==> config.mk <==
export PLATFORM = sky130hd
export DESIGN_NAME = frc_restart_ctrl
export DESIGN_NICKNAME = d
export VERILOG_FILES = /design/src/rtl/frc_pkg.sv /design/src/rtl/frc_restart_ctrl.sv
export SDC_FILE = /design/constraint.sdc
export NUM_CORES = 1
export LEC_CHECK = 0
export ABC_AREA = 1
export BUFFER_PORTS_ARGS = -buffer_cell sky130_fd_sc_hd__buf_2
export CORE_UTILIZATION = 60
export CTS_CLUSTER_DIAMETER = 60
export DETAILED_ROUTE_END_ITERATION = 10
export PLACE_DENSITY = 0.8
export REMOVE_ABC_BUFFERS = 1
export SYNTH_ARGS = -nofsm -noshare
export SYNTH_HDL_FRONTEND = slang
export SYNTH_SLANG_ARGS = --single-unit
==> constraint.sdc <==
create_clock -name clk -period 3 [get_ports clk]
set_input_delay 0.15 -clock clk [delete_from_list [all_inputs] [get_ports clk]]
set_output_delay 0.15 -clock clk [all_outputs]
set_load 0.03 [all_outputs]
==> src/rtl/frc_pkg.sv <==
// Constants, register map and types for the front-panel restart controller.
// What the document requires
// Reset switch press-release starts a restart; cold or warm selectable, cold by default.
// Cold restart resets on-board peripherals and clears monitor state like power-up.
// Warm restart preserves monitor variables, saved user registers and breakpoints; the block still reloads user_pc_r and user_sp_r on every restart.
// As system controller, a restart also asserts the backplane system reset.
// Otherwise the restart is a local reset only, via the local bus reset.
// Operator should stop backplane traffic with abort, keeping reset as last resort.
// Operator must reset after a processor halt or a lost monitor environment.
// Abort switch press-release raises a non-maskable level-seven interrupt.
// Both pressed, reset released first: on-board reset plus settings restore.
// Restore sets target id 7, console port 1, flags off, diagnostics once.
// After a diagnostic failure the fail LED blinks a code, 0.25 s on and off.
// Between code repetitions the fail LED stays off for about two seconds.
// Blink count gives the failure, from 1 register up to 12 real-time clock.
// Operator presses abort during blinking to let initialisation complete.
// Break raises no interrupt, is seen only with console traffic, removes breakpoints.
// Every restart sets user PC to 4000 hex and user stack inside user space.
// Firmware EPROM sockets are decoded from address FF800000 upward.
// Operator provides at least 16KB of contiguous monitor memory on board.
// Reset and abort switches are synchronised and debounced before use.
package frc_pkg;

  // ----------------------------------------------------------------
  // Register map
  // ----------------------------------------------------------------
  localparam logic [7:0] REG_CTRL = 8'h00;
  localparam logic [7:0] REG_STATUS = 8'h04;
  localparam logic [7:0] REG_MASK = 8'h08;
  localparam logic [7:0] REG_SETTINGS = 8'h0C;
  localparam logic [7:0] REG_FAIL = 8'h10;
  localparam logic [7:0] REG_USER_PC = 8'h14;
  localparam logic [7:0] REG_USER_SP = 8'h18;
  localparam logic [7:0] REG_STATE = 8'h1C;

  localparam int CTRL_WARM_BIT = 0;
  localparam int CTRL_SYSCTL_BIT = 1;
  localparam logic [31:0] CTRL_RST = 32'h0000_0000;
  localparam logic [31:0] MASK_RST = 32'h0000_0000;

  localparam int ST_RESTART_BIT = 0;
  localparam int ST_ABORT_BIT = 1;
  localparam int ST_BREAK_BIT = 2;
  localparam int ST_RESTORE_BIT = 3;
  localparam logic [3:0] IRQ_ALLOWED = 4'hB;

  localparam logic [31:0] SETTINGS_RESTORE = 32'h0000_040F;
  localparam logic [31:0] USER_PC_INIT = 32'h0000_4000;
  localparam logic [31:0] USER_SP_INIT = 32'h0000_8000;
  localparam logic [31:0] EPROM_BASE = 32'hFF80_0000;
  localparam logic [2:0] NMI_LEVEL = 3'h7;
  localparam logic [1:0] RESP_OKAY = 2'h0;
  localparam logic [1:0] RESP_SLVERR = 2'h2;

  // ----------------------------------------------------------------
  // Timing
  // ----------------------------------------------------------------
  localparam longint CLK_PERIOD_NS = 100;
  localparam longint BLINK_NS = 250_000_000;
  localparam longint GAP_NS = 2_000_000_000;
  localparam longint DEBOUNCE_NS = 10_000_000;
  localparam int BLINK_CYC = int'(BLINK_NS / CLK_PERIOD_NS);
  localparam int GAP_CYC = int'(GAP_NS / CLK_PERIOD_NS);
  localparam int DEBOUNCE_CYC = int'(DEBOUNCE_NS / CLK_PERIOD_NS);
  localparam int PULSE_CYC = 16;
  localparam int NMI_HOLD_CYC = 8;
  localparam int TMR_W = 25;

  // ----------------------------------------------------------------
  // Types
  // ----------------------------------------------------------------
  typedef struct packed {
    logic [20:0] rsvd;
    logic diag_once;
    logic mem_sized;
    logic concurrent;
    logic auto_bus_reset;
    logic rom_boot;
    logic auto_boot;
    logic [1:0] console_port;
    logic [2:0] target_id;
  } frc_settings_t;

  typedef enum logic [1:0] {RS_IDLE, RS_HELD, RS_PULSE} frc_rs_state_t;
  typedef enum logic [1:0] {BL_IDLE, BL_ON, BL_OFF, BL_GAP} frc_bl_state_t;

endpackage : frc_pkg

==> src/rtl/frc_restart_ctrl.sv <==
// Front-panel restart, abort, break and fail-LED controller with AXI4-Lite registers.
//
// Our own choices: register access over AXI4-Lite and the placing of the registers.
`timescale 1ns/1ps
module frc_restart_ctrl
  import frc_pkg::*;
#(
  parameter int DEB_CYC = DEBOUNCE_CYC,
  parameter int ON_CYC = BLINK_CYC,
  parameter int GAPC = GAP_CYC
) (
  input wire logic clk,
  input wire logic rst,
  input wire logic reset_sw,
  input wire logic abort_sw,
  input wire logic console_active,
  input wire logic break_in,
  input wire logic [31:0] local_addr,
  output logic local_bus_reset_r,
  output logic backplane_system_reset_r,
  output logic periph_reset_r,
  output logic [2:0] nmi_ipl_r,
  output logic bp_remove_r,
  output logic fail_led_r,
  output logic eprom_sel_r,
  output logic irq_r,
  input wire logic [7:0] s_axi_awaddr,
  input wire logic s_axi_awvalid,
  output logic s_axi_awready,
  input wire logic [31:0] s_axi_wdata,
  input wire logic [3:0] s_axi_wstrb,
  input wire logic s_axi_wvalid,
  output logic s_axi_wready,
  output logic [1:0] s_axi_bresp,
  output logic s_axi_bvalid,
  input wire logic s_axi_bready,
  input wire logic [7:0] s_axi_araddr,
  input wire logic s_axi_arvalid,
  output logic s_axi_arready,
  output logic [31:0] s_axi_rdata,
  output logic [1:0] s_axi_rresp,
  output logic s_axi_rvalid,
  input wire logic s_axi_rready
);

  // ----------------------------------------------------------------
  // Switch conditioning
  // ----------------------------------------------------------------
  logic [1:0] sw_raw;
  logic [1:0] sw_db;
  logic [1:0] sw_prev_r;
  assign sw_raw = {abort_sw, reset_sw};

  genvar gi;
  for (gi = 0; gi < 2; gi++) begin : g_deb
    logic s1_r;
    logic s2_r;
    logic db_r;
    logic [TMR_W-1:0] cnt_r;
    always_ff @(posedge clk) begin
      if (rst) begin
        s1_r <= 1'b0;
        s2_r <= 1'b0;
        db_r <= 1'b0;
        cnt_r <= '0;
      end else begin
        s1_r <= sw_raw[gi];
        s2_r <= s1_r;
        if (s2_r == db_r) begin
          cnt_r <= '0;
        end else if (cnt_r == TMR_W'(DEB_CYC - 1)) begin
          db_r <= s2_r;
          cnt_r <= '0;
        end else begin
          cnt_r <= cnt_r + 1'b1;
        end
      end
    end
    assign sw_db[gi] = db_r;
  end

  always_ff @(posedge clk) begin
    if (rst) begin
      sw_prev_r <= 2'b00;
    end else begin
      sw_prev_r <= sw_db;
    end
  end

  logic rst_press, rst_release, abt_press, abt_release;
  assign rst_press = sw_db[0] & ~sw_prev_r[0];
  assign rst_release = ~sw_db[0] & sw_prev_r[0];
  assign abt_press = sw_db[1] & ~sw_prev_r[1];
  assign abt_release = ~sw_db[1] & sw_prev_r[1];

  // ----------------------------------------------------------------
  // Register state and bus decode
  // ----------------------------------------------------------------
  logic [31:0] ctrl_r, mask_r, user_pc_r, user_sp_r;
  logic [3:0] status_r, fail_code_r;
  frc_settings_t settings_r;
  logic [7:0] awaddr_q_r;
  logic [31:0] wdata_q_r;
  logic [3:0] wstrb_q_r;
  logic aw_got_r, w_got_r;
  logic wr_fire, wr_ok, rd_fire, rd_ok;
  logic [31:0] rd_data;
  frc_rs_state_t rs_state_r;
  frc_bl_state_t bl_state_r;
  logic restore_r, suppress_abt_r, pulse_end;
  logic [4:0] pulse_cnt_r;

  function automatic logic [31:0] merge(input logic [31:0] old, input logic [31:0] nw, input logic [3:0] strb);
    logic [31:0] res;
    res = old;
    for (int b = 0; b < 4; b++) begin
      if (strb[b]) begin
        res[8*b +: 8] = nw[8*b +: 8];
      end
    end
    return res;
  endfunction : merge

  assign wr_fire = aw_got_r && w_got_r && !s_axi_bvalid;
  assign wr_ok = (awaddr_q_r[7:2] <= REG_STATE[7:2]) && (awaddr_q_r[7:2] != REG_STATE[7:2])
    && (awaddr_q_r[7:2] != REG_STATUS[7:2]);
  assign rd_fire = s_axi_arvalid && s_axi_arready;

  always_comb begin
    rd_ok = 1'b1;
    unique case (s_axi_araddr[7:2])
      REG_CTRL[7:2]: rd_data = ctrl_r;
      REG_STATUS[7:2]: rd_data = {28'h000_0000, status_r};
      REG_MASK[7:2]: rd_data = mask_r;
      REG_SETTINGS[7:2]: rd_data = settings_r;
      REG_FAIL[7:2]: rd_data = {23'h00_0000, bl_state_r != BL_IDLE, 4'h0, fail_code_r};
      REG_USER_PC[7:2]: rd_data = user_pc_r;
      REG_USER_SP[7:2]: rd_data = user_sp_r;
      REG_STATE[7:2]: rd_data = {26'h000_0000, restore_r, rs_state_r, sw_db, 1'b0};
      default: begin
        rd_data = 32'h0000_0000;
        rd_ok = 1'b0;
      end
    endcase
  end

  // Write channel: address and data are taken in either order.
  always_ff @(posedge clk) begin
    if (rst) begin
      s_axi_awready <= 1'b1;
      s_axi_wready <= 1'b1;
      s_axi_bvalid <= 1'b0;
      s_axi_bresp <= RESP_OKAY;
      aw_got_r <= 1'b0;
      w_got_r <= 1'b0;
      awaddr_q_r <= 8'h00;
      wdata_q_r <= 32'h0000_0000;
      wstrb_q_r <= 4'h0;
    end else begin
      if (s_axi_awvalid && s_axi_awready) begin
        aw_got_r <= 1'b1;
        awaddr_q_r <= s_axi_awaddr;
        s_axi_awready <= 1'b0;
      end
      if (s_axi_wvalid && s_axi_wready) begin
        w_got_r <= 1'b1;
        wdata_q_r <= s_axi_wdata;
        wstrb_q_r <= s_axi_wstrb;
        s_axi_wready <= 1'b0;
      end
      if (wr_fire) begin
        aw_got_r <= 1'b0;
        w_got_r <= 1'b0;
        s_axi_bvalid <= 1'b1;
        s_axi_bresp <= wr_ok ? RESP_OKAY : RESP_SLVERR;
      end
      if (s_axi_bvalid && s_axi_bready) begin
        s_axi_bvalid <= 1'b0;
        s_axi_awready <= 1'b1;
        s_axi_wready <= 1'b1;
      end
    end
  end

  // Read channel: one cycle from address to data.
  always_ff @(posedge clk) begin
    if (rst) begin
      s_axi_arready <= 1'b1;
      s_axi_rvalid <= 1'b0;
      s_axi_rdata <= 32'h0000_0000;
      s_axi_rresp <= RESP_OKAY;
    end else if (rd_fire) begin
      s_axi_arready <= 1'b0;
      s_axi_rvalid <= 1'b1;
      s_axi_rdata <= rd_data;
      s_axi_rresp <= rd_ok ? RESP_OKAY : RESP_SLVERR;
    end else if (s_axi_rvalid && s_axi_rready) begin
      s_axi_rvalid <= 1'b0;
      s_axi_arready <= 1'b1;
    end
  end

  // Software registers; hardware restarts take priority over a same-cycle write.
  always_ff @(posedge clk) begin
    if (rst) begin
      ctrl_r <= CTRL_RST;
      mask_r <= MASK_RST;
      settings_r <= SETTINGS_RESTORE;
      fail_code_r <= 4'h0;
      user_pc_r <= USER_PC_INIT;
      user_sp_r <= USER_SP_INIT;
    end else begin
      if (wr_fire) begin
        unique case (awaddr_q_r[7:2])
          REG_CTRL[7:2]: ctrl_r <= merge(ctrl_r, wdata_q_r, wstrb_q_r);
          REG_MASK[7:2]: mask_r <= merge(mask_r, wdata_q_r, wstrb_q_r);
          REG_SETTINGS[7:2]: settings_r <= merge(settings_r, wdata_q_r, wstrb_q_r);
          REG_FAIL[7:2]: fail_code_r <= wstrb_q_r[0] ? wdata_q_r[3:0] : fail_code_r;
          REG_USER_PC[7:2]: user_pc_r <= merge(user_pc_r, wdata_q_r, wstrb_q_r);
          REG_USER_SP[7:2]: user_sp_r <= merge(user_sp_r, wdata_q_r, wstrb_q_r);
          default: ;
        endcase
      end
      if (rs_state_r == RS_HELD && rst_release && sw_db[1]) begin
        settings_r <= SETTINGS_RESTORE;
      end
      if (pulse_end) begin
        user_pc_r <= USER_PC_INIT;
        user_sp_r <= USER_SP_INIT;
      end
    end
  end

  // ----------------------------------------------------------------
  // Restart sequencer
  // ----------------------------------------------------------------
  assign pulse_end = (rs_state_r == RS_PULSE) && (pulse_cnt_r == 5'(PULSE_CYC - 1));

  always_ff @(posedge clk) begin
    if (rst) begin
      rs_state_r <= RS_IDLE;
      pulse_cnt_r <= 5'h00;
      restore_r <= 1'b0;
      local_bus_reset_r <= 1'b0;
      backplane_system_reset_r <= 1'b0;
      periph_reset_r <= 1'b0;
    end else begin
      unique case (rs_state_r)
        RS_IDLE: if (rst_press) begin
          rs_state_r <= RS_HELD;
        end
        RS_HELD: if (rst_release) begin
          rs_state_r <= RS_PULSE;
          pulse_cnt_r <= 5'h00;
          restore_r <= sw_db[1];
          local_bus_reset_r <= 1'b1;
          // A restore is an on-board reset, so it never reaches the backplane.
          backplane_system_reset_r <= ctrl_r[CTRL_SYSCTL_BIT] && !sw_db[1];
          periph_reset_r <= !ctrl_r[CTRL_WARM_BIT] || sw_db[1];
        end
        RS_PULSE: if (pulse_end) begin
          rs_state_r <= RS_IDLE;
          local_bus_reset_r <= 1'b0;
          backplane_system_reset_r <= 1'b0;
          periph_reset_r <= 1'b0;
        end else begin
          pulse_cnt_r <= pulse_cnt_r + 5'h01;
        end
      endcase
    end
  end

  // ----------------------------------------------------------------
  // Abort interrupt and break
  // ----------------------------------------------------------------
  logic [3:0] nmi_cnt_r;
  logic nmi_ev, brk_prev_r, brk_ev;
  assign nmi_ev = abt_release && !suppress_abt_r;
  assign brk_ev = break_in && !brk_prev_r && console_active;

  always_ff @(posedge clk) begin
    if (rst) begin
      suppress_abt_r <= 1'b0;
      nmi_ipl_r <= 3'h0;
      nmi_cnt_r <= 4'h0;
      brk_prev_r <= 1'b0;
      bp_remove_r <= 1'b0;
    end else begin
      brk_prev_r <= break_in;
      bp_remove_r <= brk_ev;
      // The abort release that ends a restore chord must not also interrupt.
      if (rs_state_r == RS_HELD && rst_release && sw_db[1]) begin
        suppress_abt_r <= 1'b1;
      end else if (abt_release) begin
        suppress_abt_r <= 1'b0;
      end
      if (nmi_ev) begin
        nmi_ipl_r <= NMI_LEVEL;
        nmi_cnt_r <= 4'(NMI_HOLD_CYC - 1);
      end else if (nmi_cnt_r != 4'h0) begin
        nmi_cnt_r <= nmi_cnt_r - 4'h1;
      end else begin
        nmi_ipl_r <= 3'h0;
      end
    end
  end

  // ----------------------------------------------------------------
  // Interrupt status
  // ----------------------------------------------------------------
  logic [3:0] ev_vec;
  logic st_rd;
  assign ev_vec = {rs_state_r == RS_HELD && rst_release && sw_db[1], brk_ev, nmi_ev, pulse_end};
  assign st_rd = rd_fire && (s_axi_araddr[7:2] == REG_STATUS[7:2]);

  always_ff @(posedge clk) begin
    if (rst) begin
      status_r <= 4'h0;
      irq_r <= 1'b0;
    end else begin
      // A new event in the reading cycle survives the clear.
      status_r <= (st_rd ? 4'h0 : status_r) | ev_vec;
      irq_r <= |(status_r & mask_r[3:0] & IRQ_ALLOWED);
    end
  end

  // ----------------------------------------------------------------
  // Fail LED blink codes
  // ----------------------------------------------------------------
  logic [TMR_W-1:0] bl_tmr_r;
  logic [3:0] flash_n_r;
  logic wr_fail, tmr_on_done;
  assign wr_fail = wr_fire && awaddr_q_r[7:2] == REG_FAIL[7:2] && wstrb_q_r[0];
  assign tmr_on_done = bl_tmr_r == TMR_W'(ON_CYC - 1);

  always_ff @(posedge clk) begin
    if (rst) begin
      bl_state_r <= BL_IDLE;
      bl_tmr_r <= '0;
      flash_n_r <= 4'h0;
      fail_led_r <= 1'b0;
    end else if (abt_press || (wr_fail && wdata_q_r[3:0] == 4'h0)) begin
      bl_state_r <= BL_IDLE;
      fail_led_r <= 1'b0;
    end else if (wr_fail) begin
      bl_state_r <= BL_ON;
      bl_tmr_r <= '0;
      flash_n_r <= 4'h1;
      fail_led_r <= 1'b1;
    end else begin
      bl_tmr_r <= bl_tmr_r + 1'b1;
      unique case (bl_state_r)
        BL_IDLE: bl_tmr_r <= '0;
        BL_ON: if (tmr_on_done) begin
          bl_state_r <= BL_OFF;
          bl_tmr_r <= '0;
          fail_led_r <= 1'b0;
        end
        BL_OFF: if (tmr_on_done) begin
          bl_tmr_r <= '0;
          if (flash_n_r == fail_code_r) begin
            bl_state_r <= BL_GAP;
          end else begin
            bl_state_r <= BL_ON;
            flash_n_r <= flash_n_r + 4'h1;
            fail_led_r <= 1'b1;
          end
        end
        BL_GAP: if (bl_tmr_r == TMR_W'(GAPC - 1)) begin
          bl_state_r <= BL_ON;
          bl_tmr_r <= '0;
          flash_n_r <= 4'h1;
          fail_led_r <= 1'b1;
        end
      endcase
    end
  end

  always_ff @(posedge clk) begin
    if (rst) begin
      eprom_sel_r <= 1'b0;
    end else begin
      eprom_sel_r <= local_addr >= EPROM_BASE;
    end
  end

  // Helper for the restore check: open from a restore start until the abort switch is let go.
  logic chord_open_r;
  always_ff @(posedge clk) begin
    if (rst) begin
      chord_open_r <= 1'b0;
    end else if (rs_state_r == RS_HELD && rst_release && sw_db[1]) begin
      chord_open_r <= 1'b1;
    end else if (abt_release) begin
      chord_open_r <= 1'b0;
    end
  end
endmodule : frc_restart_ctrl

Yosys cells after proc, flatten, opt, wreduce, memory -nomap -nowiden
Cells that the tools add are included.

storage, ports and cells
  register bits = 368
  input bits = 95
  word-level logic and storage cells = 264

cells by class
  reduce and logical (&&, ||, !) cells = 84
  magnitude comparators = 2
  mux-type cells = 50
  add/subtract/negate cells = 6
  equal/unequal tests = 39
  bitwise operators = 13

operators by type and width
  cell                                                                      number
  32-bit one-hot mux with 8 select lines                                    1
  25-bit by 1-bit adder with 25-bit output (second input constant)          3
  25-bit two-way mux                                                        3
  25-bit one-hot mux with 3 select lines                                    1
  3-bit AND reduction                                                       24
  25-bit by 17-bit equality test with 1-bit output (second input constant)  2
  6-bit by 3-bit equality test with 1-bit output (second input constant)    7
  32-bit >= comparator (second input constant)                              1
  25-bit by 22-bit equality test with 1-bit output (second input constant)  1
  25-bit equality test (second input constant)                              1
  6-bit by 2-bit equality test with 1-bit output (second input constant)    4
  1-bit logical AND                                                         20
  4-bit two-way mux                                                         5
  2-bit two-way mux                                                         9
  1-bit two-way mux                                                         17
  2-bit inequality test (second input constant)                             8
  2-bit OR reduction                                                        7
  6-bit logical NOT                                                         2
  3-bit two-way mux                                                         4
  3-bit inequality test (second input constant)                             4
  2-bit one-hot mux with 3 select lines                                     2
  3-bit OR reduction                                                        4
  5-bit two-way mux                                                         2
  5-bit one-hot mux with 2 select lines                                     1
  other kinds (30)                                                          61

Depth between registers and ports, before layout
  depth in word-level cells = 8
  mapped depth = 15

Worst setup path before layout
OpenSTA, ideal clock, no wires.

  path type = reg-to-reg
  from = register pulse_cnt_r[0]
  to = register pulse_cnt_r[2]
  library setup time = 0.074 ns
  path slack = 1.154 ns
  arrival time = 1.772 ns
  stages on the path, launching flop included = 12
  data required time = 2.926 ns
  path through = dfxtp_1 > ha_1 > inv_1 > nor3_1 > ha_1 > nand2_1 > inv_1 > nor3_1 > inv_1 > o21ai_0 > nand3_1 > a31oi_1

on the way
  word-level cells in the longest chain between the ends = 4
  elaborated cells between the ends (all ways) = 7
  classes of those cells = 1 x add/sub; 2 x eq/ne; 2 x mux; 2 x reduce/logical

RTL lines
  element                                                                                         line                     text
  start: declaration                                                                              frc_restart_ctrl.sv:111  logic [4:0] pulse_cnt_r;
  start signal: assignment                                                                        frc_restart_ctrl.sv:267  pulse_cnt_r <= pulse_cnt_r + 5'h01;
  parallel branches: the longest is 4 deep, another holds 5-bit by 1-bit adder with 5-bit output  n/a

Parallel ways; which one is timed is not known. The select of a mux whose other input is x is not followed.
A chain may end at the register's enable or synchronous reset.

Worst setup path after layout
  from = register s_axi_bvalid
  to = register bl_tmr_r[15]

on the way
  word-level cells in the longest chain between the ends = 6
  elaborated cells between the ends (all ways) = 7
  classes of those cells = 1 x mux; 6 x reduce/logical

RTL lines
  element                            line                     text
  start: declaration                 frc_restart_ctrl.sv:35   output logic s_axi_bvalid,
  start signal: assignment           frc_restart_ctrl.sv:152  s_axi_bvalid <= 1'b0;
  start signal: assignment           frc_restart_ctrl.sv:174  s_axi_bvalid <= 1'b1;
  start signal: assignment           frc_restart_ctrl.sv:178  s_axi_bvalid <= 1'b0;
  1-bit logical NOT *                frc_restart_ctrl.sv:124  assign wr_fire = aw_got_r && w_got_r && !s_axi_bvalid;
  1-bit logical AND *                frc_restart_ctrl.sv:124
  1-bit logical AND * (2 in series)  frc_restart_ctrl.sv:333  assign wr_fail = wr_fire && awaddr_q_r[7:2] == REG_FAIL[7:2] && wstrb_q_r[0];
  1-bit logical AND                  frc_restart_ctrl.sv:342  end else if (abt_press || (wr_fail && wdata_q_r[3:0] == 4'h0)) begin
  1-bit logical OR                   frc_restart_ctrl.sv:342
  end signal: assignment             frc_restart_ctrl.sv:351  bl_tmr_r <= bl_tmr_r + 1'b1;
  end: declaration                   frc_restart_ctrl.sv:330  logic [TMR_W-1:0] bl_tmr_r;

Mark *: on every way between the ends. The rest lies on a longest branch, timed or not.

==> impl_summary.log <==
[metrics] result of the run: finished, final reports clean
[metrics] total global routing track utilization: 32.1%
[metrics] count of final setup violators: 0
[metrics] area growth from synthesis to layout: 17.2%
[metrics] post-CTS sizing: 0
[metrics] cell with the most instances after synthesis: sky130_fd_sc_hd__nor2_1
[metrics] total CTS buffers: 38
[metrics] synthesized area divided by synthesized cell count: 7.07 sq um
[metrics] # H-tree levels: 2
[metrics] Die ar.: 26,800 sq um
[metrics] leading area contributor after synthesis: sky130_fd_sc_hd__dfxtp_1
[metrics] worst rel slew slack: 30.1%
[metrics] num ports: 146
[metrics] share of Yosys cell area claimed by the top area cell type: 46.2%
[metrics] total number of clock tree sinks: 362
[metrics] setup repair after global routing missed its margin: no
[metrics] transition time at the pin with the least slew margin: 1.05 ns
[metrics] Die Span X: 164 um
[metrics] reported max-cap violation count: 0
[metrics] Critical Path End Type: flip-flop
[metrics] fill cell total of the finished layout: 2,031
[metrics] placement row count: 58
[metrics] arrival time at the worst endpoint: 2.82 ns
[metrics] startpoint of the most critical setup path: s_axi_bvalid$_SDFFE_PP0N_
[metrics] Core Util, Final: 72.4%
[metrics] Detail Route Antenna Nets: 0
[metrics] Register Area: 7250 sq um
[metrics] power per standard cell area: 582 nW/um^2
[metrics] setup ws final: 0.631 ns
[metrics] sequential cell area fraction in the yosys report: 46.2%
[metrics] routed wire length: 42,300 um
[metrics] number of flops mapped to enable cells by yosys: 0
[metrics] Max Transition Viols Final: 0
[metrics] routed vias/inst: 5.57
[metrics] post-layout minimum cycle time: 2.37 ns
[metrics] Vias: 15.3k
[metrics] worst vdd rail ir drop: 0.455 mV
[metrics] vertical die dimension: 164 um
[metrics] initial detailed-routing violation count: 1,326
[metrics] Max Buffers Root-to-Sink: 3
[metrics] kind of launch point of the worst setup path: flip-flop
[metrics] clock root cell: sky130_fd_sc_hd__clkbuf_16
[metrics] HP Start: s_axi_awvalid
[metrics] Clock Skew: 0.0246 ns
[metrics] area used by multi-input combinational logic: 7420 sq um
[metrics] hold buffers post-CTS: 52
[metrics] path type of the worst min-delay path: input port to flip-flop
[metrics] nets: 2,500
[metrics] top post-synthesis cells by count: sky130_fd_sc_hd__nor2_1 (554), sky130_fd_sc_hd__dfxtp_1 (362), sky130_fd_sc_hd__nand2_1 (355)
[metrics] number of remaining DRC errors: 0
[metrics] vias in the first global route: 14.3k
[metrics] number of cells on the worst reg-to-reg path: 11
[metrics] pin count of the biggest net entering global routing: 92
[metrics] Post-synth top flop: sky130_fd_sc_hd__dfxtp_1
[metrics] Reg2Reg Launch Point: s_axi_bvalid$_SDFFE_PP0N_
[metrics] GP Congestion: 0.943
[metrics] sum of negative setup slack: 0 ns
[metrics] Tcrit/Tclk final: 79.0%
[metrics] critical path start-end classification: flip-flop to flip-flop
[metrics] TritonRoute pass-1 iters: 6
[metrics] CORE AREA: 25,400 sq um
[metrics] maximum fanout along the worst path: 20
[metrics] most area-consuming cells after synthesis: sky130_fd_sc_hd__dfxtp_1 (46%), sky130_fd_sc_hd__nor2_1 (13%), sky130_fd_sc_hd__nand2_1 (8.5%), sky130_fd_sc_hd__o21ai_0 (7.8%), sky130_fd_sc_hd__inv_1 (4.3%)
[metrics] Worst R2R Setup Slack: 0.63 ns
[metrics] upper clock frequency limit: 422 MHz
[metrics] hold violation total from the final report: 0
[metrics] required time at the endpoint of the critical path: 3.45 ns
[metrics] gate count of the mapped netlist: 2,220
[metrics] initial antenna violation count: 1
[metrics] clock transition at the register clock pins on the worst setup and hold paths after CTS: 0.06 ns
[metrics] Post-CTS Repair Setup Buffers: 0
[metrics] clock latency on the worst-skew pair: 0.53 ns
[metrics] Netlist cell types: 44
[metrics] cell area after synthesis: 15,700 sq um
[metrics] layout cells sized above 1: 11.5%
[metrics] Async SR Flop Fraction: 0%
[metrics] CTS tree: built
[metrics] pre-CTS worst setup slack: 0.661 ns
[metrics] Starting Density: 61.8%
[metrics] count of input and output buffers: 116
[metrics] global-route wire length before repair: 69,900 um
[metrics] GR Overflow Total: 0
[metrics] number of storage elements in the synthesis netlist: 362
[metrics] endpoint of the worst-slack reg-to-reg timing path: bl_tmr_r[15]$_SDFFE_PP0N_
[metrics] sink of the worst hold path: awaddr_q_r[4]$_SDFFE_PP0P_
[metrics] worst hold path cell count: 3
[metrics] detailed-placement wirelength estimate: 26,700 um
[metrics] Leakage: 7.84 nW
[metrics] synth warn: 0
[metrics] wire length per cell after detailed routing: 15.4 um
per-layer routing:
metal	share of wire (%)	up-vias	wire length (um)	GRT usage, %
met5	0.035	-	15	0
met4	2.5	2	1070	11.8
met3	8.5	88	3590	4.47
met2	47	655	19700	54.3
met1	42	7056	17900	41.6
li1	-	7530	-	-
flip-flops by register name, indices dropped and copies added (netlist names), 6 cells and up:
register	cells
user_pc_r	32
settings_r	32
wdata_q_r	32
s_axi_rdata	32
user_sp_r	32
bl_tmr_r	25
awaddr_q_r	6
ctrl_r	32
mask_r	32
g_deb.cnt_r	50
power breakdown:
part | internal, mW | switching, mW | leakage, nW
logic | 0.362 | 0.662 | 4.30
registers | 4.93 | 0.129 | 2.93
clock network | 2.70 | 1.91 | 0.606
through the flow:
step	hold slack (ns)	area [sq um]	std cells	total power, mW
after floorplan	0.219	15400	2147	5.79
after detailed placement	0.363	16600	2627	6.12
final	0.0856	18400	2750	10.7
after global placement	0.363	16600	2627	6.08
after CTS	0.0542	18400	2749	10.7
after global routing	0.148	18400	2749	11.1
worst max path at each step:
stage | cells past startpoint | to | slack (ns)
2_1_floorplan | 9 | user_pc_r[0]$_SDFFE_PP0P_ | 0.26
3_3_place_gp | 11 | bl_tmr_r[15]$_SDFFE_PP0N_ | 0.78
3_5_place_dp | 11 | bl_tmr_r[15]$_SDFFE_PP0N_ | 0.66
4_1_cts | 11 | bl_tmr_r[15]$_SDFFE_PP0N_ | 0.66
5_1_grt | 11 | bl_tmr_r[11]$_SDFFE_PP0N_ | 0.48
6_report | 11 | bl_tmr_r[15]$_SDFFE_PP0N_ | 0.63
cell families (layout without fill, tap and decap cells):
| logic type | count (synthesis) | after routing | share of synthesized area (%) |
|---|---|---|---|
| fa+ha+maj | 16 | 16 | 1.28 |
| compound gates | 401 | 401 | 13.6 |
| xor+xnor | 15 | 15 | 0.837 |
| flops | 362 | 362 | 46.2 |
| other cells | 1 | 3 | 0.0239 |
| buf+inv | 263 | 461 | 6.70 |
| simple gates | 1162 | 1162 | 31.4 |
layout by cell type (no fill, tap or decap), types with 2 or more instances in the layout:
| master | netlist | layout |
|---|---|---|
| sky130_fd_sc_hd__nor2_1 | 554 | 553 |
| sky130_fd_sc_hd__clkinv_1 | 2 | 2 |
| sky130_fd_sc_hd__clkbuf_16 | 0 | 39 |
| sky130_fd_sc_hd__nand3b_1 | 2 | 2 |
| sky130_fd_sc_hd__nor2_2 | 12 | 12 |
| sky130_fd_sc_hd__nand3_2 | 3 | 3 |
| sky130_fd_sc_hd__o21ai_0 | 245 | 245 |
| sky130_fd_sc_hd__a22o_1 | 16 | 16 |
| sky130_fd_sc_hd__a31oi_1 | 8 | 8 |
| sky130_fd_sc_hd__clkbuf_8 | 0 | 8 |
| sky130_fd_sc_hd__o21ai_1 | 3 | 3 |
| sky130_fd_sc_hd__buf_4 | 6 | 33 |
| sky130_fd_sc_hd__buf_2 | 20 | 116 |
| sky130_fd_sc_hd__nor2_4 | 4 | 5 |
| sky130_fd_sc_hd__a21oi_1 | 109 | 109 |
| sky130_fd_sc_hd__or2_2 | 15 | 15 |
| sky130_fd_sc_hd__dlygate4sd3_1 | 0 | 52 |
| sky130_fd_sc_hd__nand2_1 | 355 | 355 |
| sky130_fd_sc_hd__inv_2 | 5 | 5 |
| sky130_fd_sc_hd__dfxtp_1 | 362 | 362 |
| sky130_fd_sc_hd__inv_1 | 181 | 180 |
| sky130_fd_sc_hd__nor3_2 | 7 | 7 |
| sky130_fd_sc_hd__clkbuf_1 | 43 | 14 |
| sky130_fd_sc_hd__clkinv_2 | 0 | 7 |
| sky130_fd_sc_hd__nand3_1 | 87 | 87 |
| sky130_fd_sc_hd__nand4_1 | 27 | 27 |
| sky130_fd_sc_hd__nor3b_1 | 5 | 5 |
| sky130_fd_sc_hd__nand2_2 | 15 | 15 |
| sky130_fd_sc_hd__nor3_1 | 51 | 51 |
| sky130_fd_sc_hd__nor4_1 | 17 | 17 |
| sky130_fd_sc_hd__nor3b_2 | 4 | 4 |
| sky130_fd_sc_hd__a22oi_1 | 15 | 15 |
| sky130_fd_sc_hd__xor2_1 | 14 | 14 |
| sky130_fd_sc_hd__ha_1 | 16 | 16 |
| sky130_fd_sc_hd__clkinv_8 | 0 | 2 |
| sky130_fd_sc_hd__conb_1 | 1 | 2 |
critical path: stages (launching register included):
cell,delay (ns)
sky130_fd_sc_hd__dfxtp_1,0.35
sky130_fd_sc_hd__inv_1,0.15
sky130_fd_sc_hd__nand4_4,0.15
sky130_fd_sc_hd__nor2_4,0.29
sky130_fd_sc_hd__nand2_2,0.12
sky130_fd_sc_hd__nand2_2,0.25
sky130_fd_sc_hd__inv_2,0.20
sky130_fd_sc_hd__nand2_2,0.11
sky130_fd_sc_hd__nand2_2,0.30
sky130_fd_sc_hd__inv_4,0.21
sky130_fd_sc_hd__nand2_2,0.06
sky130_fd_sc_hd__nor2_2,0.08
area by class of cell:
class / instances / share of cell area, %
multi-input cells: 1596 / 40.3
flip-flops and latches: 362 / 39.4
well taps: 330 / 2.24
diodes: 1 / 0.0136
clock buffers: 61 / 6.19
clock inverters: 9 / 0.503
inverters: 189 / 3.88
repair buffers: 202 / 7.44
No activity file was read; power rests on OpenSTA's default activity.
